`src/eiob_defs.svh`:
```
`ifndef EIOB_DEFS_SVH
`define EIOB_DEFS_SVH

// window placement: upper twelve address bits select the port block
`define EIOB_BASE_HI       12'hFD0
`define EIOB_BASE_ADDR     16'hFD00
`define EIOB_LAST_REG      16'hFD0E

// byte offsets inside the window
`define EIOB_OFF_PTR_LO    4'hA
`define EIOB_OFF_PTR_HI    4'hB
`define EIOB_OFF_DATA_LO   4'hC
`define EIOB_OFF_DATA_HI   4'hD

// reset values
`define EIOB_PTR_RESET     16'h0000

// controller bus timing, least times, rounded up to whole clocks
`define EIOB_CLK_NS        5
`define EIOB_ACCESS_NS     120
`define EIOB_RECOVER_NS    40
`define EIOB_ACCESS_CYC    ((`EIOB_ACCESS_NS + `EIOB_CLK_NS - 1) / `EIOB_CLK_NS)
`define EIOB_RECOVER_CYC   ((`EIOB_RECOVER_NS + `EIOB_CLK_NS - 1) / `EIOB_CLK_NS)

// write queue shape
`define EIOB_FIFO_DEPTH    32
`define EIOB_FIFO_WIDTH    12

`endif

```
`src/eiob_pkg.sv`:
```
package eiob_pkg;

    typedef enum logic [1:0] {ST_IDLE, ST_WRITE, ST_READ, ST_RECOVER} eiob_state_e;

    // one queued byte write toward the controller
    typedef struct packed {
        logic [3:0] off;
        logic [7:0] data;
    } eiob_req_s;

    // complete state of the bridge
    typedef struct packed {
        logic              rd_s1;
        logic              rd_s2;
        logic              rd_prev;
        logic              wr_s1;
        logic              wr_s2;
        logic              wr_prev;
        logic [15:0]       addr_s1;
        logic [15:0]       addr_s2;
        logic [7:0]        din_s1;
        logic [7:0]        din_s2;
        logic [7:0]        edin_s1;
        logic [7:0]        edin_s2;
        logic              wr_pend;
        eiob_req_s         wr_req;
        logic              rd_pend;
        logic [3:0]        rd_off;
        logic [7:0]        rd_data;
        logic              cpu_doe;
        eiob_state_e       st;
        logic [5:0]        cnt;
        logic              eth_cs_n;
        logic              eth_rd_n;
        logic              eth_wr_n;
        logic [3:0]        eth_addr;
        logic [7:0]        eth_dout;
        logic              eth_oe;
        logic [15:0]       ptr_shadow;
    } eiob_regs_s;

endpackage

```
`src/eiob_bridge.sv`:
```
`timescale 1ns/100ps
`include "eiob_defs.svh"

// Functional notes
// - controller port registers decode into external data space at base 0xFD00
// - window holds eight 16-bit registers, offsets 0x0 to 0xE, two bytes each
// - 8-bit mode: no interrupts, no DMA, no serial configuration memory; polling only
// - controller grants transmit only when buffer memory holds the whole frame
// - controller defers until medium free and retransmits after a collision
module eiob_bridge (
    input  wire logic        sys_clk,
    input  wire logic        rst_n,
    input  wire logic [15:0] cpu_addr,
    input  wire logic        cpu_rd_n,
    input  wire logic        cpu_wr_n,
    input  wire logic [7:0]  cpu_din,
    output logic      [7:0]  cpu_dout,
    output logic             cpu_doe,
    output logic             cpu_wait,
    output logic             eth_cs_n,
    output logic             eth_rd_n,
    output logic             eth_wr_n,
    output logic      [3:0]  eth_addr,
    input  wire logic [7:0]  eth_din,
    output logic      [7:0]  eth_dout,
    output logic             eth_oe,
    output logic             eth_byte_high_en_n,
    output logic             eth_dma_ack_n,
    output logic             eth_eeprom_sel,
    output logic      [15:0] indirect_address_reg
);
    localparam int ACC_I = `EIOB_ACCESS_CYC;

    eiob_pkg::eiob_regs_s r;
    eiob_pkg::eiob_regs_s next_r;
    logic                 hit;
    logic                 wr_fall;
    logic                 rd_fall;
    logic                 fifo_in_ready;
    logic                 fifo_out_valid;
    logic                 fifo_out_ready;
    logic [11:0]          fifo_out_data;
    eiob_pkg::eiob_req_s  fifo_head;

    // decode looks only at second-stage copies of the pin inputs
    assign hit       = (r.addr_s2[15:4] == `EIOB_BASE_HI);
    assign wr_fall   = r.wr_prev && !r.wr_s2;
    assign rd_fall   = r.rd_prev && !r.rd_s2;
    assign fifo_head = fifo_out_data;

    // writes are posted into the queue so the processor is held only until the queue takes each byte
    eiob_fifo #(
        .WIDTH (`EIOB_FIFO_WIDTH),
        .DEPTH (`EIOB_FIFO_DEPTH)
    ) u_fifo (
        .sys_clk   (sys_clk),
        .rst_n     (rst_n),
        .in_valid  (r.wr_pend),
        .in_ready  (fifo_in_ready),
        .in_data   (r.wr_req),
        .out_valid (fifo_out_valid),
        .out_ready (fifo_out_ready),
        .out_data  (fifo_out_data)
    );

    // next-state logic: synchronisers, capture of processor cycles, controller sequencer
    always_comb
    begin
        next_r         = r;
        fifo_out_ready = 1'b0;
        next_r.rd_s1   = cpu_rd_n;
        next_r.rd_s2   = r.rd_s1;
        next_r.rd_prev = r.rd_s2;
        next_r.wr_s1   = cpu_wr_n;
        next_r.wr_s2   = r.wr_s1;
        next_r.wr_prev = r.wr_s2;
        next_r.addr_s1 = cpu_addr;
        next_r.addr_s2 = r.addr_s1;
        next_r.din_s1  = cpu_din;
        next_r.din_s2  = r.din_s1;
        next_r.edin_s1 = eth_din;
        next_r.edin_s2 = r.edin_s1;

        // queue accepted the posted write
        if (r.wr_pend && fifo_in_ready)
        begin
            next_r.wr_pend = 1'b0;
        end

        // processor write inside the window; outside it nothing is started
        if (wr_fall && hit)
        begin
            next_r.wr_pend     = 1'b1;
            next_r.wr_req.off  = r.addr_s2[3:0];
            next_r.wr_req.data = r.din_s2;
            // shadow of the indirect address, low byte then high byte
            if (r.addr_s2[3:0] == `EIOB_OFF_PTR_LO)
            begin
                next_r.ptr_shadow[7:0] = r.din_s2;
            end
            if (r.addr_s2[3:0] == `EIOB_OFF_PTR_HI)
            begin
                next_r.ptr_shadow[15:8] = r.din_s2;
            end
        end

        // processor read inside the window is held until the data returns
        if (rd_fall && hit)
        begin
            next_r.rd_pend = 1'b1;
            next_r.rd_off  = r.addr_s2[3:0];
        end

        // data bus released once the synchronised read strobe is seen high again
        if (r.rd_s2)
        begin
            next_r.cpu_doe = 1'b0;
        end

        // controller sequencer; no timeout, transmit status is only polled
        case (r.st)
            eiob_pkg::ST_IDLE:
            begin
                next_r.cnt = '0;
                // queued writes drain before any read so a poll sees every prior write
                if (fifo_out_valid)
                begin
                    fifo_out_ready  = 1'b1;
                    next_r.eth_addr = fifo_head.off;
                    next_r.eth_dout = fifo_head.data;
                    next_r.eth_oe   = 1'b1;
                    next_r.eth_cs_n = 1'b0;
                    next_r.eth_wr_n = 1'b0;
                    next_r.st       = eiob_pkg::ST_WRITE;
                end
                else if (r.rd_pend && !r.wr_pend)
                begin
                    next_r.eth_addr = r.rd_off;
                    next_r.eth_cs_n = 1'b0;
                    next_r.eth_rd_n = 1'b0;
                    next_r.st       = eiob_pkg::ST_READ;
                end
            end
            eiob_pkg::ST_WRITE:
            begin
                next_r.cnt = r.cnt + 6'h01;
                if (r.cnt == 6'(`EIOB_ACCESS_CYC - 1))
                begin
                    next_r.eth_wr_n = 1'b1;
                    next_r.eth_cs_n = 1'b1;
                    next_r.cnt      = '0;
                    next_r.st       = eiob_pkg::ST_RECOVER;
                end
            end
            eiob_pkg::ST_READ:
            begin
                next_r.cnt = r.cnt + 6'h01;
                // the synchronised data has settled well before the strobe ends
                if (r.cnt == 6'(`EIOB_ACCESS_CYC - 1))
                begin
                    next_r.rd_data  = r.edin_s2;
                    next_r.eth_rd_n = 1'b1;
                    next_r.eth_cs_n = 1'b1;
                    // a read falling on this very edge stays pending, the set wins
                    next_r.rd_pend  = rd_fall && hit;
                    next_r.cpu_doe  = !r.rd_s2;
                    next_r.cnt      = '0;
                    next_r.st       = eiob_pkg::ST_RECOVER;
                end
            end
            eiob_pkg::ST_RECOVER:
            begin
                // data held one cycle past the write strobe for hold time
                next_r.eth_oe = 1'b0;
                next_r.cnt    = r.cnt + 6'h01;
                if (r.cnt == 6'(`EIOB_RECOVER_CYC - 1))
                begin
                    next_r.cnt = '0;
                    next_r.st  = eiob_pkg::ST_IDLE;
                end
            end
            default:
            begin
                next_r.st = eiob_pkg::ST_IDLE;
            end
        endcase
    end

    // state register; strobes idle high after reset
    always_ff @(posedge sys_clk or negedge rst_n)
    begin
        if (!rst_n)
        begin
            r            <= '0;
            r.rd_s1      <= 1'b1;
            r.rd_s2      <= 1'b1;
            r.rd_prev    <= 1'b1;
            r.wr_s1      <= 1'b1;
            r.wr_s2      <= 1'b1;
            r.wr_prev    <= 1'b1;
            r.eth_cs_n   <= 1'b1;
            r.eth_rd_n   <= 1'b1;
            r.eth_wr_n   <= 1'b1;
            r.st         <= eiob_pkg::ST_IDLE;
            r.ptr_shadow <= `EIOB_PTR_RESET;
        end
        else
        begin
            r <= next_r;
        end
    end

    // outputs; wait is a level so the processor stretches until done
    assign cpu_dout             = r.rd_data;
    assign cpu_doe              = r.cpu_doe;
    assign cpu_wait             = r.wr_pend || r.rd_pend;
    assign eth_cs_n             = r.eth_cs_n;
    assign eth_rd_n             = r.eth_rd_n;
    assign eth_wr_n             = r.eth_wr_n;
    assign eth_addr             = r.eth_addr;
    assign eth_dout             = r.eth_dout;
    assign eth_oe               = r.eth_oe;
    assign indirect_address_reg = r.ptr_shadow;

    // 8-bit port mode: high byte, dma and config memory stay idle
    assign eth_byte_high_en_n   = 1'b1;
    assign eth_dma_ack_n        = 1'b1;
    assign eth_eeprom_sel       = 1'b0;
endmodule

```
`src/eiob_fifo.sv`:
```
`timescale 1ns/100ps
`include "eiob_defs.svh"

module eiob_fifo #(
    parameter int WIDTH = `EIOB_FIFO_WIDTH,
    parameter int DEPTH = `EIOB_FIFO_DEPTH
) (
    input  wire logic             sys_clk,
    input  wire logic             rst_n,
    input  wire logic             in_valid,
    output logic                  in_ready,
    input  wire logic [WIDTH-1:0] in_data,
    output logic                  out_valid,
    input  wire logic             out_ready,
    output logic [WIDTH-1:0]      out_data
);
    localparam int AW = $clog2(DEPTH);

    typedef struct packed {
        logic [AW:0] wptr;
        logic [AW:0] rptr;
    } eiob_fifo_s;

    eiob_fifo_s           r;
    eiob_fifo_s           next_r;
    logic [WIDTH-1:0]     mem [DEPTH];
    logic                 full;
    logic                 empty;

    // extra pointer bit tells a full queue from an empty one
    assign full      = (r.wptr[AW] != r.rptr[AW]) && (r.wptr[AW-1:0] == r.rptr[AW-1:0]);
    assign empty     = (r.wptr == r.rptr);
    assign in_ready  = !full;
    assign out_valid = !empty;
    assign out_data  = mem[r.rptr[AW-1:0]];

    // pointer update
    always_comb
    begin
        next_r = r;
        if (in_valid && !full)
        begin
            next_r.wptr = r.wptr + 1'b1;
        end
        if (out_ready && !empty)
        begin
            next_r.rptr = r.rptr + 1'b1;
        end
    end

    always_ff @(posedge sys_clk or negedge rst_n)
    begin
        if (!rst_n)
        begin
            r <= '0;
        end
        else
        begin
            r <= next_r;
        end
    end

    // storage has no reset, only written entries are ever read
    always_ff @(posedge sys_clk)
    begin
        if (in_valid && !full)
        begin
            mem[r.wptr[AW-1:0]] <= in_data;
        end
    end

endmodule

```
`config.mk`:
```
export PLATFORM = sky130hd
export DESIGN_NAME = eiob_bridge
export DESIGN_NICKNAME = d
export VERILOG_FILES = /design/src/eiob_pkg.sv /design/src/eiob_bridge.sv /design/src/eiob_fifo.sv
export VERILOG_INCLUDE_DIRS = /design/src
export SDC_FILE = /design/constraint.sdc
export NUM_CORES = 1
export LEC_CHECK = 0
export BUFFER_PORTS_ARGS = -buffer_cell sky130_fd_sc_hd__buf_2
export CAP_MARGIN = 15
export CORE_UTILIZATION = 30
export DETAILED_ROUTE_END_ITERATION = 6
export PLACE_DENSITY = 0.53
export REMOVE_ABC_BUFFERS = 1
export SETUP_SLACK_MARGIN = 0.02
export SKIP_CTS_REPAIR_TIMING = 1
export SLEW_MARGIN = 40
export SYNTH_ARGS = -nofsm -noshare
export SYNTH_HDL_FRONTEND = slang
export SYNTH_SLANG_ARGS = --single-unit
```
`constraint.sdc`:
```
create_clock -name sys_clk -period 3.4 [get_ports sys_clk]
set_input_delay 0.34 -clock sys_clk [delete_from_list [all_inputs] [get_ports sys_clk]]
set_output_delay 0.34 -clock sys_clk [all_outputs]
set_load 0.005 [all_outputs]
```
After elaboration in Yosys (flattened, before gate mapping)
Memories as Yosys holds them, arrays and structs flattened.
Cells that the tools add are included.
{"block": "totals", "register_bits": 149, "mem_bits_rw": 384, "output_inout_bits": 45, "elab_cells": 114, "n_memories": 1}
{"name": "u_fifo.mem", "depth": 32, "width": 12, "rd": 1, "rd_clocked_by_memory_dff": 0, "write_ports": 1, "line": "eiob_fifo.sv:26", "source": "logic [WIDTH-1:0] mem [DEPTH];"}
{"block": "classes", "addsub": 3, "eq_ne": 19, "mux": 29, "n_bitwise": 1, "n_reduce_logical": 30}
{"op": "8-bit case mux with 4 select lines", "n": 1}
{"op": "6-bit by 1-bit adder with 6-bit output, second input constant", "n": 3}
{"op": "1-bit two-way mux", "n": 14}
{"op": "13-bit two-way mux", "n": 1}
{"op": "12-bit equality test, second input constant", "n": 1}
{"op": "2-bit inequality test, second input constant", "n": 6}
{"op": "2-bit AND reduction", "n": 6}
{"op": "4-bit AND reduction", "n": 3}
{"op": "11-bit two-way mux", "n": 1}
{"op": "9-bit two-way mux", "n": 1}
{"op": "4-bit equality test, second input constant", "n": 2}
{"op": "1-bit logical AND", "n": 8}
{"op": "4-bit two-way mux", "n": 2}
{"op": "8-bit two-way mux", "n": 1}
{"op": "2-bit nonzero test", "n": 4}
{"op": "6-bit by 3-bit equality test with 1-bit output, second input constant", "n": 1}
{"op": "6-bit by 5-bit equality test with 1-bit output, second input constant", "n": 1}
{"op": "6-bit equality test", "n": 1}
{"op": "2-bit two-way mux", "n": 3}
{"op": "1-bit case mux with 2 select lines", "n": 3}
{"op": "5-bit equality test", "n": 1}
{"op": "1-bit logical NOT", "n": 5}
{"op": "5-bit two-way mux", "n": 1}
{"op": "2-bit equality test, second input constant", "n": 2}
{"op": "other kinds (10)", "n": 10}

Logic depth before layout (Yosys ltp)
{"block": "depth", "word_depth": 6, "mapped_depth": 9}

By module
From an unflattened synthesis, not the netlist that was laid out.
{"block": "hier_totals", "cells_unflattened": 1240, "area_unflattened_um2": 20569.7}
{"module": "eiob_fifo", "n_inst": 1, "cells_per_inst": 920, "area_each_um2": 15658.8, "seq_area_each_um2": 11831.3}
{"module": "eiob_bridge", "n_inst": 1, "cells_per_inst": 320, "area_each_um2": 4911.0, "seq_area_each_um2": 3439.5}

Least setup slack after synthesis
Ideal clock, no wire load.
{"block": "synth_path", "path_kind": "reg2reg", "startpoint": "register u_fifo.r[0] (netlist name)", "endpoint": "memory u_fifo.mem[31][0] (netlist name), enable pin", "setup_ns": 0.380, "t_arrival_ns": 2.271, "t_required_ns": 3.020, "path_slack_ns": 0.749, "path_stages_with_launch": 9, "path_buffers": 3, "synth_period_minus_slack_ns": 2.651, "cell_sequence": "dfrtp_1 -> clkbuf_1 -> buf_2 -> xnor2_1 -> nand3_1 -> o31a_1 -> clkbuf_1 -> nand2_1 -> nor2_1"}
{"block": "synth_via", "elab_chain_cells": 6}
{"element": "from (decl)", "line": "eiob_fifo.sv:24", "source": "eiob_fifo_s r;"}
{"element": "from (signal assigned)", "line": "eiob_fifo.sv:59", "source": "r <= next_r;"}
{"element": "5-bit equality test", "line": "eiob_fifo.sv:31", "source": "assign full = (r.wptr[AW] != r.rptr[AW]) && (r.wptr[AW-1:0] == r.rptr[AW-1:0]);"}
{"element": "1-bit logical AND", "line": "eiob_fifo.sv:31"}
{"element": "1-bit logical NOT", "line": "eiob_fifo.sv:66", "source": "if (in_valid && !full)"}
{"element": "1-bit logical AND", "line": "eiob_fifo.sv:66"}
{"element": "1-bit two-way mux", "line": "eiob_fifo.sv:66"}
{"element": "1-bit two-way mux (implied by the code)", "line": "eiob_fifo.sv:68", "source": "mem[r.wptr[AW-1:0]] <= in_data;"}
{"element": "to (decl)", "line": "eiob_fifo.sv:26"}
No other way between the ends.

Final worst setup path
{"block": "layout_path", "startpoint": "register u_fifo.r[0] (netlist name)", "endpoint": "register r, in the netlist eth_dout[1]"}
{"block": "layout_via", "elab_chain_cells": 3}
{"element": "parallel branches: the longest is 3 deep, another holds memory 32 x 12 bit"}
{"element": "to (signal assigned)", "line": "eiob_bridge.sv:209", "source": "r <= next_r;"}
{"element": "to (decl)", "line": "eiob_bridge.sv:34", "source": "eiob_pkg::eiob_regs_s r;"}
Several ways; the timed one is not identified.
A chain may end at the register's enable or synchronous reset.

==> results.sh <==
export IMPL_crit_fanout=24
export IMPL_period_minus_slack_ns=2.91
export IMPL_worst_pin_slew_ns=0.914
export IMPL_p_int_w=0.0119
export IMPL_power_switching_w=0.00463
export IMPL_wl_met3_mm=3.47
export IMPL_slowest_delay_ns=0.85
export IMPL_syn_area_mm2=0.0204
export IMPL_post_place_ws_ns=0.522
export IMPL_place_inst=2030
export IMPL_max_cap_violations=0
export IMPL_switching_share_pct=28.0
export IMPL_drive_above_1_share_pct=29.3
export IMPL_core_mm2=0.0672
export IMPL_critPathCaptureType="flip-flop"
export IMPL_skew_ns=0.0274
export IMPL_path_buf_inv=1
export IMPL_grt_max_degree=79
export IMPL_clk_pin_slew_worst_paths_ns=0.06
export IMPL_gp_congestion=0.801
export IMPL_cts_tree="built"
export IMPL_ys_warn_count=0
export IMPL_crit_chain="buf_12 > mux4_2 > a2111oi_0 > a21oi_1 > a22o_1"
export IMPL_ir_drop_mv=0.371
export IMPL_layout_common_cells="384 x edfxtp_1, 135 x dfrtp_1, 76 x buf_2"
export IMPL_synth_flop_cell="edfxtp_1"
export IMPL_power_frac_comb_pct=19.1
export IMPL_clkPwrFrac_pct=35.9
export IMPL_worstSetupPathType="reg -> reg"
export IMPL_wl_met2_mm=22.1
export IMPL_max_freq_mhz=343
export IMPL_cts_buffers=55
export IMPL_vias=10400
export IMPL_largest_register_ffs=384
export IMPL_final_core_util_pct=35.9
export IMPL_antenna_found_initial=2
export IMPL_clock_latency_ns=0.61
export IMPL_synth_top_cell_area_share_pct=56.6
export IMPL_layout_nets=1295
export IMPL_top_layer="met4"
export IMPL_synth_distinct_cells=64
export IMPL_grt_pass1_wl_mm=71.9
export IMPL_worstPathRequired_ns=3.90
export IMPL_cp_start_kind="flip-flop"
export IMPL_setup_violations_final=0
export IMPL_hold_path_class="reg -> reg"
export IMPL_syn_to_final_growth_pct=18.4
export IMPL_rsz0062_at_grt="no"
export IMPL_grt_pass1_vias=10800
export IMPL_slowest_stage="a2111oi_0"
export IMPL_start_util_pct=30.3
export IMPL_num_antenna_cells=0
export IMPL_die_area_mm2=0.0690
export IMPL_syn_inst=1093
export IMPL_wl_met1_mm=21.7
export IMPL_cts_root_buffer="clkbuf_16"
export IMPL_async_flop_share_pct=28.0
export IMPL_rows=95
export IMPL_io_pins=81
export IMPL_die_w_um=263
export IMPL_hold_viol=0
export IMPL_instances_no_fill=2168
export IMPL_clock_sinks=533
export IMPL_die_h_um=263
export IMPL_cellLeakagePower_nw=7.85
export IMPL_fin_crit_sh_pct=85.6
export IMPL_power_density_mw_per_mm2=686
export IMPL_ctsHtreeMaxLevel=2
export IMPL_antenna_left=0
export IMPL_port_buffers=77
export IMPL_p_total_w=0.0165
export IMPL_grt_usage_pct=14.1
export IMPL_yosys_top_cells_area="edfxtp_1 57%, dfrtp_1 17%, mux4_2 7.4%, mux2i_1 2.7%, mux2_2 2.5%"
export IMPL_via_per_inst=4.82
export IMPL_dp_hpwl_mm=30.4
export IMPL_seq_power_share_pct=45.0
export IMPL_ctsLongestPathBuffers=3
export IMPL_avgSynthCellArea_um2=18.6
export IMPL_synth_edff_count=384
export IMPL_wl_mm=48.3
export IMPL_ys_ff_latch=533
export IMPL_drt_iter0_markers=801
export IMPL_ys_seq_area_share_pct=75.0
export IMPL_drtPass1Iterations=5
export IMPL_final_common_cell="edfxtp_1"
export IMPL_critical_path_arrival_ns=3.41
export IMPL_cp_top_family="compound AO/OA/AOI/OAI gates"
export IMPL_relSlewSlack_pct=37.5
export IMPL_slew_viol_final=0
export IMPL_fin_ws_ns=0.488
export IMPL_drc=0
export IMPL_status="complete, no violations"
export IMPL_wl_per_cell_um=22.3
export IMPL_overflow=0
export IMPL_yosysTopAreaCell="edfxtp_1"
[routing by layer]
metal	GRT usage, %	vias up
met5	0	-
met4	4.07	0
met3	3.94	71
met2	21.6	316
met1	19.5	5495
li1	-	4565
[kinds of logic (layout without fill, tap and decap cells)]
logic type               Yosys count  after routing  synth area share [%]
XOR/XNOR                          21             21                 0.903
flip-flops                       533            533                  75.0
other                              2              3                0.0369
AND/OR/NAND/NOR                  138            138                  3.46
multiplexers                     175            175                  13.2
adder cells (fa/ha/maj)           10             10                 0.614
AO/OA/AOI/OAI                    112            112                  4.15
buffers and inverters            102            303                  2.70
[worst paths after layout]
kind | startpoint | to | slack (ns) | cells past startpoint
max in group asynchronous | rst_n | next_r[132] | 2.19 | 3
max reg2reg | u_fifo.r[0] | eth_dout[1] | 0.49 | 5
min in group asynchronous | rst_n | r[34] | 0.35 | 2
max | u_fifo.r[0] | eth_dout[1] | 0.49 | 5
min | next_r[101] | r[101] | 0.34 | 0
min reg2reg | next_r[101] | r[101] | 0.34 | 0
[metrics by stage]
step	setup TNS (ns)	hold WS (ns)	instance area, µm²
finish	0	0.341	24100
global route	0	0.348	24100
CTS	0	-0.203	23800
detailed placement	0	0.335	22000
global placement	0	0.333	22000
floorplan	-725.58	0.0444	19900
[power by group through the flow]
stage	Sequential (W)	Clock (W)	Combinational (W)
2_1_floorplan	0.00778	0	0.00172
3_3_place_gp	0.00759	0	0.00315
3_5_place_dp	0.00758	0	0.00315
4_1_cts	0.00745	0.00608	0.00316
5_1_grt	0.00748	0.00632	0.00340
6_report	0.00745	0.00594	0.00316
[synth_stat cells, types with 3 or more instances]
| cell type | instances |
|---|---|
| mux2i_1 | 54 |
| o22ai_1 | 9 |
| buf_2 | 14 |
| buf_1 | 9 |
| a221oi_1 | 4 |
| a311o_1 | 3 |
| xnor2_1 | 18 |
| clkbuf_1 | 28 |
| o221a_2 | 3 |
| a221o_1 | 5 |
| a211o_1 | 3 |
| dfstp_2 | 9 |
| buf_4 | 40 |
| edfxtp_1 | 384 |
| xor2_1 | 3 |
| mux2_4 | 8 |
| ha_1 | 10 |
| o21ai_0 | 11 |
| nand4_1 | 5 |
| nor2b_1 | 4 |
| nor3_1 | 13 |
| a22oi_1 | 9 |
| nand2_1 | 27 |
| inv_1 | 11 |
| nand3_1 | 8 |
| nand2b_1 | 4 |
| a22o_1 | 10 |
| a211oi_1 | 8 |
| a2111oi_0 | 3 |
| o221ai_1 | 10 |
| mux4_2 | 67 |
| a21oi_1 | 15 |
| mux2_2 | 46 |
| dfrtp_1 | 140 |
| nor2_1 | 47 |
| and2_1 | 5 |
| a31oi_1 | 6 |
| nand3b_1 | 7 |
[cell type report]
cell class	count	area [µm²]
Multi-Input combinational cell	459	4560
Clock buffer	83	1560
Sequential cell	533	15300
Timing Repair Buffer	189	1360
Inverter	11	41.3
Tap cell	873	1090
Fill cell	6230	43000
Clock inverter	20	225
(Power assumes the default switching activity.)
